## config.mk

```make
export PLATFORM = sky130hd
export DESIGN_NAME = bus_status_flags
export DESIGN_NICKNAME = d
export VERILOG_FILES = /design/src/bus_status_pkg.sv /design/src/bus_status_flags.sv
export VERILOG_INCLUDE_DIRS = /design/src
export SDC_FILE = /design/constraint.sdc
export NUM_CORES = 1
export LEC_CHECK = 0
export BUFFER_PORTS_ARGS = -buffer_cell sky130_fd_sc_hd__buf_4
export CAP_MARGIN = 20
export CORE_ASPECT_RATIO = 1.25
export CORE_MARGIN = 2
export CORE_UTILIZATION = 52
export CTS_CLUSTER_DIAMETER = 30
export DETAILED_ROUTE_END_ITERATION = 10
export HOLD_SLACK_MARGIN = 0.05
export PLACE_DENSITY = 0.85
export SETUP_SLACK_MARGIN = 0.4
export SKIP_LAST_GASP = 1
export SLEW_MARGIN = 40
export SYNTH_ARGS = -nofsm -noshare
export SYNTH_HDL_FRONTEND = slang
export SYNTH_SLANG_ARGS = --single-unit
```

## constraint.sdc

```tcl
create_clock -name sys_clk -period 2.82 [get_ports sys_clk]
set_input_delay 0.423 -clock sys_clk [delete_from_list [all_inputs] [get_ports sys_clk]]
set_output_delay 0.423 -clock sys_clk [all_outputs]
set_load 0.005 [all_outputs]
```

## src/bus_status_consts.svh

```systemverilog
`ifndef BUS_STATUS_CONSTS_SVH
`define BUS_STATUS_CONSTS_SVH

// Register offsets on the peripheral register port
`define OFS_PRIMARY_ADDR 16'h3070
`define OFS_CONTROL_ONE 16'h3072
`define OFS_STATUS 16'h3073
`define OFS_DATA 16'h3074
`define OFS_ENABLES 16'h3075
`define OFS_SECOND_ADDR 16'h3076
`define OFS_UPPER_WINDOW 16'h3077

// Status register field positions
`define BIT_BYTE_DONE 7
`define BIT_SLAVE_ADDRESSED 6
`define BIT_BUS_BUSY 5
`define BIT_ARB_LOST 4
`define BIT_WINDOW_HIT 3
`define BIT_SLAVE_DIR 2

// Control one field position
`define BIT_TX_SELECT 4

// Enables register field positions
`define BIT_GENERAL_CALL_EN 0
`define BIT_SECOND_ADDR_EN 1
`define BIT_ALERT_EN 2
`define BIT_WINDOW_EN 3

// Reserved two-wire addresses (7-bit)
`define GENERAL_CALL_ADDR 7'h00
`define ALERT_RESPONSE_ADDR 7'h0c

// Reset values
`define RESET_BYTE 8'h00
`define RESET_STATUS 8'h00

`endif

```

## src/bus_status_pkg.sv

```systemverilog
package bus_status_pkg;

    typedef logic [7:0] byte_t;
    typedef logic [15:0] reg_addr_t;
    typedef logic [6:0] bus_addr_t;

endpackage : bus_status_pkg

```

## src/bus_status_flags.sv

```systemverilog
`timescale 1ns/1ps
`include "bus_status_consts.svh"
module bus_status_flags
    import bus_status_pkg::*;
(
    // Clock and reset
    input wire logic sys_clk,
    input wire logic rst,
    // Register port
    input wire reg_addr_t reg_addr,
    input wire byte_t reg_wdata,
    input wire logic reg_wr,
    input wire logic reg_rd,
    output byte_t reg_rdata,
    // Two-wire bus lines, asynchronous
    input wire logic scl_in,
    input wire logic sda_in,
    // Events from the byte shifter
    input wire logic byte_done,
    input wire logic arb_lost,
    input wire logic addr_valid,
    input wire byte_t addr_byte,
    input wire byte_t rx_data,
    // To the byte shifter
    output logic addr_match,
    output byte_t tx_data,
    output logic tx_load,
    output logic tx_select
);

    // Software registers
    byte_t primary_slave_address;
    byte_t upper_window_address;
    byte_t second_address;
    byte_t enables;
    byte_t control_one_register;

    // Status flags
    logic byte_done_flag;
    logic slave_addressed_flag;
    logic bus_busy_flag;
    logic arbitration_lost_flag;
    logic window_hit_flag;
    logic slave_direction_flag;

    // Synchronised bus lines
    logic scl_q1;
    logic scl_q2;
    logic sda_q1;
    logic sda_q2;
    logic sda_q3;
    logic start_det;
    logic stop_det;

    // Decoded accesses
    logic wr_control;
    logic wr_status;
    logic wr_data;
    logic rd_data;

    // Address compare terms
    bus_addr_t call_addr;
    logic general_call_enable;
    logic second_address_enable;
    logic smbus_alert_response_enable;
    logic window_match_enable;
    logic hit_primary;
    logic hit_upper;
    logic hit_second;
    logic hit_general;
    logic hit_alert;
    logic hit_window;
    logic next_window_hit;

    // Address compare against a stored register, address in bits 7:1
    function automatic logic addr_eq(input bus_addr_t a, input byte_t r);
        addr_eq = (a == r[7:1]);
    endfunction : addr_eq

    // Write decode for one register offset
    function automatic logic wr_hit(input reg_addr_t a,
                                    input reg_addr_t ofs,
                                    input logic wr);
        wr_hit = wr && (a == ofs);
    endfunction : wr_hit

    // Access decode
    assign wr_control = wr_hit(reg_addr, `OFS_CONTROL_ONE, reg_wr);
    assign wr_status = wr_hit(reg_addr, `OFS_STATUS, reg_wr);
    assign wr_data = wr_hit(reg_addr, `OFS_DATA, reg_wr);
    assign rd_data = reg_rd && (reg_addr == `OFS_DATA);
    assign tx_select = control_one_register[`BIT_TX_SELECT];

    // Enable bits
    assign general_call_enable = enables[`BIT_GENERAL_CALL_EN];
    assign second_address_enable = enables[`BIT_SECOND_ADDR_EN];
    assign smbus_alert_response_enable = enables[`BIT_ALERT_EN];
    assign window_match_enable = enables[`BIT_WINDOW_EN];

    // Address match sources
    assign call_addr = addr_byte[7:1];
    assign hit_primary = addr_eq(call_addr, primary_slave_address);
    assign hit_upper = addr_eq(call_addr, upper_window_address) &&
        (upper_window_address[7:1] != 7'h00) &&
        (call_addr != 7'h00);
    assign hit_second = second_address_enable &&
        addr_eq(call_addr, second_address);
    assign hit_general = general_call_enable &&
        (call_addr == `GENERAL_CALL_ADDR);
    assign hit_alert = smbus_alert_response_enable &&
        (call_addr == `ALERT_RESPONSE_ADDR);
    assign hit_window = window_match_enable &&
        (call_addr >= primary_slave_address[7:1]) &&
        (call_addr <= upper_window_address[7:1]);
    assign next_window_hit = hit_upper || hit_window;

    // Match reported to the shifter in the address-byte cycle
    assign addr_match = addr_valid && (hit_primary || hit_upper ||
        hit_second || hit_general || hit_alert || hit_window);

    // Configuration registers
    always_ff @(posedge sys_clk) begin
        if (rst) begin
            primary_slave_address <= `RESET_BYTE;
            upper_window_address <= `RESET_BYTE;
            second_address <= `RESET_BYTE;
            enables <= `RESET_BYTE;
            control_one_register <= `RESET_BYTE;
        end else if (reg_wr) begin
            unique case (reg_addr)
                `OFS_PRIMARY_ADDR: primary_slave_address <= reg_wdata;
                `OFS_UPPER_WINDOW: upper_window_address <= reg_wdata;
                `OFS_SECOND_ADDR: second_address <= reg_wdata;
                `OFS_ENABLES: enables <= {4'h0, reg_wdata[3:0]};
                `OFS_CONTROL_ONE: control_one_register <= reg_wdata;
                default: ;
            endcase
        end
    end

    // Transmit data latch and load pulse
    always_ff @(posedge sys_clk) begin
        if (rst) begin
            tx_data <= `RESET_BYTE;
            tx_load <= 1'b0;
        end else begin
            tx_load <= wr_data;
            if (wr_data) begin
                tx_data <= reg_wdata;
            end
        end
    end

    // Two-flop synchronisers and history for edge detection
    always_ff @(posedge sys_clk) begin
        if (rst) begin
            scl_q1 <= 1'b1;
            scl_q2 <= 1'b1;
            sda_q1 <= 1'b1;
            sda_q2 <= 1'b1;
            sda_q3 <= 1'b1;
        end else begin
            scl_q1 <= scl_in;
            scl_q2 <= scl_q1;
            sda_q1 <= sda_in;
            sda_q2 <= sda_q1;
            sda_q3 <= sda_q2;
        end
    end

    // Data falls with clock high is START, rises with clock high is STOP
    assign start_det = scl_q2 && sda_q3 && !sda_q2;
    assign stop_det = scl_q2 && !sda_q3 && sda_q2;

    // Bus busy tracking
    always_ff @(posedge sys_clk) begin
        if (rst) begin
            bus_busy_flag <= 1'b0;
        end else if (start_det) begin
            bus_busy_flag <= 1'b1;
        end else if (stop_det) begin
            bus_busy_flag <= 1'b0;
        end
    end

    // Byte done flag, a completing byte wins over a clear
    always_ff @(posedge sys_clk) begin
        if (rst) begin
            byte_done_flag <= 1'b0;
        end else if (byte_done) begin
            byte_done_flag <= 1'b1;
        end else if ((rd_data && !tx_select) || (wr_data && tx_select)) begin
            byte_done_flag <= 1'b0;
        end
    end

    // Slave addressed flag and direction bit
    always_ff @(posedge sys_clk) begin
        if (rst) begin
            slave_addressed_flag <= 1'b0;
            slave_direction_flag <= 1'b0;
        end else if (addr_match) begin
            slave_addressed_flag <= 1'b1;
            slave_direction_flag <= addr_byte[0];
        end else if (wr_control) begin
            slave_addressed_flag <= 1'b0;
        end
    end

    // Window hit flag
    always_ff @(posedge sys_clk) begin
        if (rst) begin
            window_hit_flag <= 1'b0;
        end else if (addr_valid && next_window_hit) begin
            window_hit_flag <= 1'b1;
        end else if (wr_control) begin
            window_hit_flag <= 1'b0;
        end
    end

    // Arbitration lost flag, write one to clear, loss wins
    always_ff @(posedge sys_clk) begin
        if (rst) begin
            arbitration_lost_flag <= 1'b0;
        end else if (arb_lost) begin
            arbitration_lost_flag <= 1'b1;
        end else if (wr_status && reg_wdata[`BIT_ARB_LOST]) begin
            arbitration_lost_flag <= 1'b0;
        end
    end

    // Read data, one cycle after the strobe; unmapped reads give zero
    always_ff @(posedge sys_clk) begin
        if (rst) begin
            reg_rdata <= `RESET_BYTE;
        end else if (reg_rd) begin
            unique case (reg_addr)
                `OFS_PRIMARY_ADDR: reg_rdata <= primary_slave_address;
                `OFS_UPPER_WINDOW: reg_rdata <= upper_window_address;
                `OFS_SECOND_ADDR: reg_rdata <= second_address;
                `OFS_ENABLES: reg_rdata <= enables;
                `OFS_CONTROL_ONE: reg_rdata <= control_one_register;
                `OFS_DATA: reg_rdata <= rx_data;
                `OFS_STATUS: reg_rdata <= {byte_done_flag,
                    slave_addressed_flag, bus_busy_flag,
                    arbitration_lost_flag, window_hit_flag,
                    slave_direction_flag, 2'b00};
                default: reg_rdata <= `RESET_BYTE;
            endcase
        end else begin
            reg_rdata <= `RESET_BYTE;
        end
    end
endmodule : bus_status_flags

```

# [After elaboration in Yosys (flattened, before gate mapping)]
# Index checks and enable logic that the tools add are counted.
[word_totals] elab_cells=87 inputBits=49 ff_bits=64
[classes] reduce_logical=44 bitwise_logic=1 magnitude_cmp=2 mux=10 n_eq_ne=11
[ops] operator="$eq 16x14->1 const B" n=7
[ops] operator="$pmux 8 s7" n=1
[ops] operator="$eq 7x7->1" n=3
[ops] operator="$logic_and 1x1->1" n=20
[ops] operator="$reduce_bool 7->1" n=2
[ops] operator="$reduce_and 2->1" n=5
[ops] operator="$reduce_bool 2->1" n=5
[ops] operator="$mux 1" n=9
[ops] operator="$eq 7x4->1 const B" n=1
[ops] operator="$ge 7x7->1" n=1
[ops] operator="$le 7x7->1" n=1
[ops] operator="$logic_not 7->1" n=1
[ops] operator="$logic_or 1x1->1" n=7
[ops] operator="$logic_not 1->1" n=3
[ops] operator="$reduce_or 2->1" n=1
[ops] operator="$not 1->1" n=1

# [Depth between registers and ports, before layout]
[depth] depth_word=10 depth_mapped=9 ltp_nobuf=9

# [Least setup slack after synthesis]
# OpenSTA, ideal clock, no wires.
[synth_timing] path_kind="in2out" from="input addr_byte[1]" to="output addr_match" t_arrival_ns=1.618 path_stages=8 setup_slack_ns=0.779 path_cell_list="inv_1 -> ha_1 -> nor3b_1 -> o21ai_0 -> a221oi_1 -> o31ai_1 -> o21ai_1 -> inv_1"
[synth_via] elab_chain_cells=9 elab_cells_between_ends=21 classes_between="2 x order compare; 4 x eq/ne; 15 x reduce/logical"
[synth_lines] item="from (decl)" line="bus_status_flags.sv:22" text="input wire byte_t addr_byte,"
[synth_lines] item="branches (longest 7 deep; another with $ge 7x7->1)"
[synth_lines] item="$logic_or 1x1->1 *" line="bus_status_flags.sv:119" text="hit_second || hit_general || hit_alert || hit_window);"
[synth_lines] item="$logic_and 1x1->1 *" line="bus_status_flags.sv:118" text="assign addr_match = addr_valid && (hit_primary || hit_upper ||"
[synth_lines] item="to (decl)" line="bus_status_flags.sv:25" text="output logic addr_match,"
# Every way passes the cells marked *.

# [Worst setup path in the final report]
[layout_timing] from="register upper_window_address[7]" to="output addr_match"
[layout_via] elab_chain_cells=9 elab_cells_between_ends=12 classes_between="1 x order compare; 1 x eq/ne; 10 x reduce/logical"
[layout_lines] item="from (decl)" line="bus_status_flags.sv:33" text="byte_t upper_window_address;"
[layout_lines] item="from (signal assigned)" line="bus_status_flags.sv:125" text="upper_window_address <= `RESET_BYTE;"
[layout_lines] item="from (signal assigned)" line="bus_status_flags.sv:132" text="`OFS_UPPER_WINDOW: upper_window_address <= reg_wdata;"
[layout_lines] item="$eq 7x7->1 / $reduce_bool 7->1 (equally long branches)" line="bus_status_flags.sv:77, bus_status_flags.sv:104"
[layout_lines] item="$logic_and 1x1->1" line="bus_status_flags.sv:103" text="assign hit_upper = addr_eq(call_addr, upper_window_address) &&"
[layout_lines] item="$logic_and 1x1->1" line="bus_status_flags.sv:104" text="(upper_window_address[7:1] != 7'h00) &&"
[layout_lines] item="$logic_or 1x1->1 (2 in series)" line="bus_status_flags.sv:118"
[layout_lines] item="$logic_or 1x1->1 (2 in series)" line="bus_status_flags.sv:119"
[layout_lines] item="$logic_or 1x1->1 *" line="bus_status_flags.sv:119"
[layout_lines] item="$logic_and 1x1->1 *" line="bus_status_flags.sv:118"
# Every way passes the cells marked *; elsewhere a longest branch is shown, timed or not.

==> metrics.txt <==
# TYPE chip_impl_metric gauge
chip_impl_metric{name="place.gp.congestion",unit=""} 0.939
chip_impl_metric{name="synth-seq-cells",unit=""} 64
chip_impl_info{name="synth.cells.most_frequent",value="dfxtp_1 (64), nand2_1 (63), nor2_1 (37)"} 1
chip_impl_metric{name="timing.clock.skew",unit="ns"} 0.00794
chip_impl_info{name="min_path_type",value="primary input to register"} 1
chip_impl_metric{name="io_buffer_count",unit=""} 67
chip_impl_metric{name="clock_sink_count",unit=""} 64
chip_impl_metric{name="avgRoutedWirePerCell",unit="um"} 17.1
chip_impl_metric{name="syn_nets",unit=""} 435
chip_impl_metric{name="layout-drive-gt1-share",unit="%"} 30.8
chip_impl_metric{name="static-leakage-power",unit="nW"} 1.78
chip_impl_metric{name="postLayoutCoreUtil",unit="%"} 71.7
chip_impl_info{name="cts_tree",value="yes"} 1
chip_impl_metric{name="vias_per_cell",unit=""} 5.79
chip_impl_metric{name="syn-mean-instance-area",unit="um2"} 8.52
chip_impl_metric{name="netSwitchingFraction",unit="%"} 22.9
chip_impl_metric{name="ant_nets",unit=""} 0
chip_impl_metric{name="report.final.slew_viol_count",unit=""} 0
chip_impl_metric{name="die_height",unit="um"} 91.3
chip_impl_info{name="synth.largest_area_cell",value="dfxtp_1"} 1
chip_impl_metric{name="floorplan.core_area",unit="um2"} 5860
chip_impl_info{name="outcome",value="finished clean"} 1
chip_impl_metric{name="fmax",unit="MHz"} 391
chip_impl_metric{name="worst-endpoint-required",unit="ns"} 2.40
chip_impl_metric{name="ctsLongestPathBuffers",unit=""} 2
chip_impl_metric{name="finalSetupViolCount",unit=""} 0
chip_impl_metric{name="cts_inserted_buffers",unit=""} 9
chip_impl_metric{name="hold_viol",unit=""} 0
chip_impl_metric{name="yosysWarnings",unit=""} 0
chip_impl_metric{name="area_growth_syn_to_layout",unit="%"} 32.6
chip_impl_info{name="worstPathCellList",value="inv_1 -> ha_1 -> nand3_2 -> nor2_4 -> o21ai_1 -> o31ai_2 -> o21ai_2 -> inv_2 -> buf_4"} 1
chip_impl_metric{name="yosysSeqAreaShare",unit="%"} 40.4
chip_impl_metric{name="post_synthesis_cell_area",unit="um2"} 3170
chip_impl_metric{name="dp.final_hpwl",unit="mm"} 6.30
chip_impl_metric{name="wire_length_of_the_first_global_routing_pass",unit="mm"} 14.3
chip_impl_metric{name="clkPwrFrac",unit="%"} 47.0
chip_impl_metric{name="post-route-min-period",unit="ns"} 2.56
chip_impl_metric{name="pwr-share-comb",unit="%"} 8.5
chip_impl_metric{name="chipWidth",unit="um"} 73.8
chip_impl_metric{name="p_switching",unit="mW"} 0.468
chip_impl_metric{name="netlist.area_leader.share",unit="%"} 40.4
chip_impl_metric{name="design.portCount",unit=""} 68
chip_impl_metric{name="vias_in_the_first_global_route",unit=""} 2899
chip_impl_metric{name="dr_iter_0_viols",unit=""} 350
chip_impl_info{name="critPathLaunchType",value="register"} 1
chip_impl_metric{name="power_frac_seq",unit="%"} 44.5
chip_impl_metric{name="asyncSetResetFlopFracSynth",unit="%"} 0
chip_impl_metric{name="nNetsFinal",unit=""} 512
chip_impl_info{name="synth.most_common_cell",value="dfxtp_1"} 1
chip_impl_info{name="cpMaxStageDelayCell",value="dfxtp_2"} 1
chip_impl_metric{name="min_period_over_period",unit="%"} 90.7
chip_impl_metric{name="worstPathArrival",unit="ns"} 2.13
chip_impl_info{name="timing.setup.critical_path_class",value="register to output port"} 1
chip_impl_metric{name="floorplan.rows",unit=""} 31
chip_impl_metric{name="clock_tree.htree_level_count",unit=""} 3
chip_impl_metric{name="synth.lib_cells_used.distinct",unit=""} 40
chip_impl_metric{name="antenna_violations_before_repair",unit=""} 0
chip_impl_info{name="grt_setup_unrepaired",value="true"} 1
chip_impl_metric{name="detailroute.via_count",unit=""} 3105
chip_impl_metric{name="cts_hold_buffers",unit=""} 0
chip_impl_metric{name="initial_core_utilization",unit="%"} 54.1
chip_impl_metric{name="drt_first_pass_iters",unit=""} 5
chip_impl_metric{name="grt_max_degree",unit=""} 59
chip_impl_metric{name="power_report.internal_total",unit="mW"} 1.58
chip_impl_metric{name="wl",unit="mm"} 9.18
chip_impl_metric{name="antenna_cells",unit=""} 0
chip_impl_metric{name="worst_hold_slack",unit="ns"} 0.250
chip_impl_info{name="synth_flop_cell",value="dfxtp_1"} 1
chip_impl_metric{name="grt_overflow_total",unit=""} 0
chip_impl_metric{name="timing.critical_path.fanout_max",unit=""} 4
chip_impl_metric{name="count_of_buffer_and_inverter_cells_on_the_critical_path",unit=""} 3
chip_impl_metric{name="drcViolationCount",unit=""} 0
chip_impl_metric{name="maxCapViolations",unit=""} 0
chip_impl_metric{name="netlist_instances",unit=""} 372
chip_impl_metric{name="worst_pin_slew",unit="ns"} 0.620
chip_impl_metric{name="power_per_cell_area",unit="nW/um2"} 487
chip_impl_info{name="cp_top_family",value="compound AO/OA/AOI/OAI gates"} 1
chip_impl_metric{name="clock_latency",unit="ns"} 0.35
chip_impl_metric{name="die_area",unit="um2"} 6740
chip_impl_metric{name="clkSlewWorstSetupHoldPaths",unit="ns"} 0.07
chip_impl_metric{name="synth-edff-count",unit=""} 0
chip_impl_info{name="cts_root_buf",value="clkbuf_8"} 1
chip_impl_info{name="post_synth_main_area_contributors",value="dfxtp_1 (40%), mux2i_1 (10%), nand2_1 (7.5%)"} 1
chip_impl_metric{name="setup-tns-final",unit="ns"} 0
chip_impl_metric{name="power.ir.vdd_worst",unit="mV"} 0.517
chip_impl_metric{name="max_stage_delay",unit="ns"} 0.35
chip_impl_metric{name="maxSlewHeadroom",unit="%"} 58.5
chip_impl_metric{name="global_route.usage.total",unit="%"} 28.0
chip_impl_info{name="worst_setup_path_end_kind",value="output port"} 1
stage by stage:
step           power [mW]  std cells  cell area, um2  setup slack [ns]
2_1_floorplan        1.01        372            3170             0.779
3_3_place_gp         1.09        505            3720             0.314
3_5_place_dp         1.10        505            3720             0.232
4_1_cts              2.05        535            4110             0.203
5_1_grt              2.10        536            4200             0.164
6_report             2.05        536            4200             0.262
worst paths after layout:
| check | slack [ns] | endpoint | cells after the start | from |
|---|---|---|---|---|
| worst max-delay path | 0.26 | addr_match | 9 | upper_window_address[7] |
| worst min-delay path | 0.25 | scl_q1 | 2 | scl_in |
| worst max register to register | 0.27 | window_hit_flag | 16 | upper_window_address[2] |
| worst min register to register | 0.41 | scl_q2 | 1 | scl_q1 |
layout by cell type, fill, tap and decap left out, types with 3 or more instances in the layout:
cell        n
a22oi_1     6
bufinv_16   3
nand4_1     5
clkbuf_8    9
dfxtp_2     8
buf_4      79
and2_1      4
xnor2_1     7
nor2_1     36
nor3b_1     3
o21ai_0    12
dfxtp_4     3
or2_2       5
a21oi_1    30
nand2_1    63
buf_6       7
o21ai_1     3
ha_1       12
inv_1      13
mux4_2      3
dfxtp_1    53
nand3_1    10
nor3_1      4
and3_1      3
mux2i_1    32
power by group through the flow:
stage	Combinational [mW]	Sequential, mW	Clock (mW)
2_1_floorplan	0.0757	0.932	0
3_3_place_gp	0.157	0.933	0
3_5_place_dp	0.162	0.933	0
4_1_cts	0.167	0.912	0.971
5_1_grt	0.186	0.910	1.00
6_report	0.174	0.910	0.961
routing by layer:
layer / share of wire [%] / GRT usage (%) / vias up
li1: - / - / 1442
met1: 39 / 34.8 / 1465
met2: 50 / 45.1 / 170
met3: 7.4 / 7.10 / 28
met4: 3.7 / 12.3 / 0
met5: 0 / 0 / -
cell type report:
| class | instances | area, um2 |
|---|---|---|
| Clock buffer | 9 | 124 |
| Clock inverter | 7 | 119 |
| Fill cell | 463 | 1660 |
| Inverter | 15 | 56.3 |
| Multi-Input combinational cell | 273 | 1820 |
| Sequential cell | 64 | 1300 |
| Tap cell | 82 | 103 |
| Timing Repair Buffer | 86 | 672 |
sequential cells by signal, indices dropped and copies added (netlist names):
register and cells:
window_hit_flag 1, tx_data 8, sda_q1 1, scl_q2 1, sda_q2 1, sda_q3 1
arbitration_lost_flag 1, reg_rdata 8, scl_q1 1, byte_done_flag 1, slave_addressed_flag 1, bus_busy_flag 1
control_one_register 8, second_address 8, upper_window_address 8, tx_load 1, slave_direction_flag 1, primary_slave_address 8
enables 4
repair_timing:
| item | 4_1_cts | 5_1_grt |
|---|---|---|
| gates resized for setup | 14 | 26 |
| pin swaps | 5 | 10 |
| endpoints found under the setup margin | 1 | 3 |
| setup buffers | 14 | 1 |
kinds of logic (layout without fill, tap and decap cells):
group	after synthesis	in the layout	share of synthesized area [%]
compound gates	66	66	12.0
xor+xnor	7	7	1.94
fa+ha+maj	14	14	5.53
buf+inv	35	117	4.46
flops	64	64	40.4
mux	36	36	12.6
simple gates	150	150	23.0
Note: power is estimated with default switching activity, not from simulation.
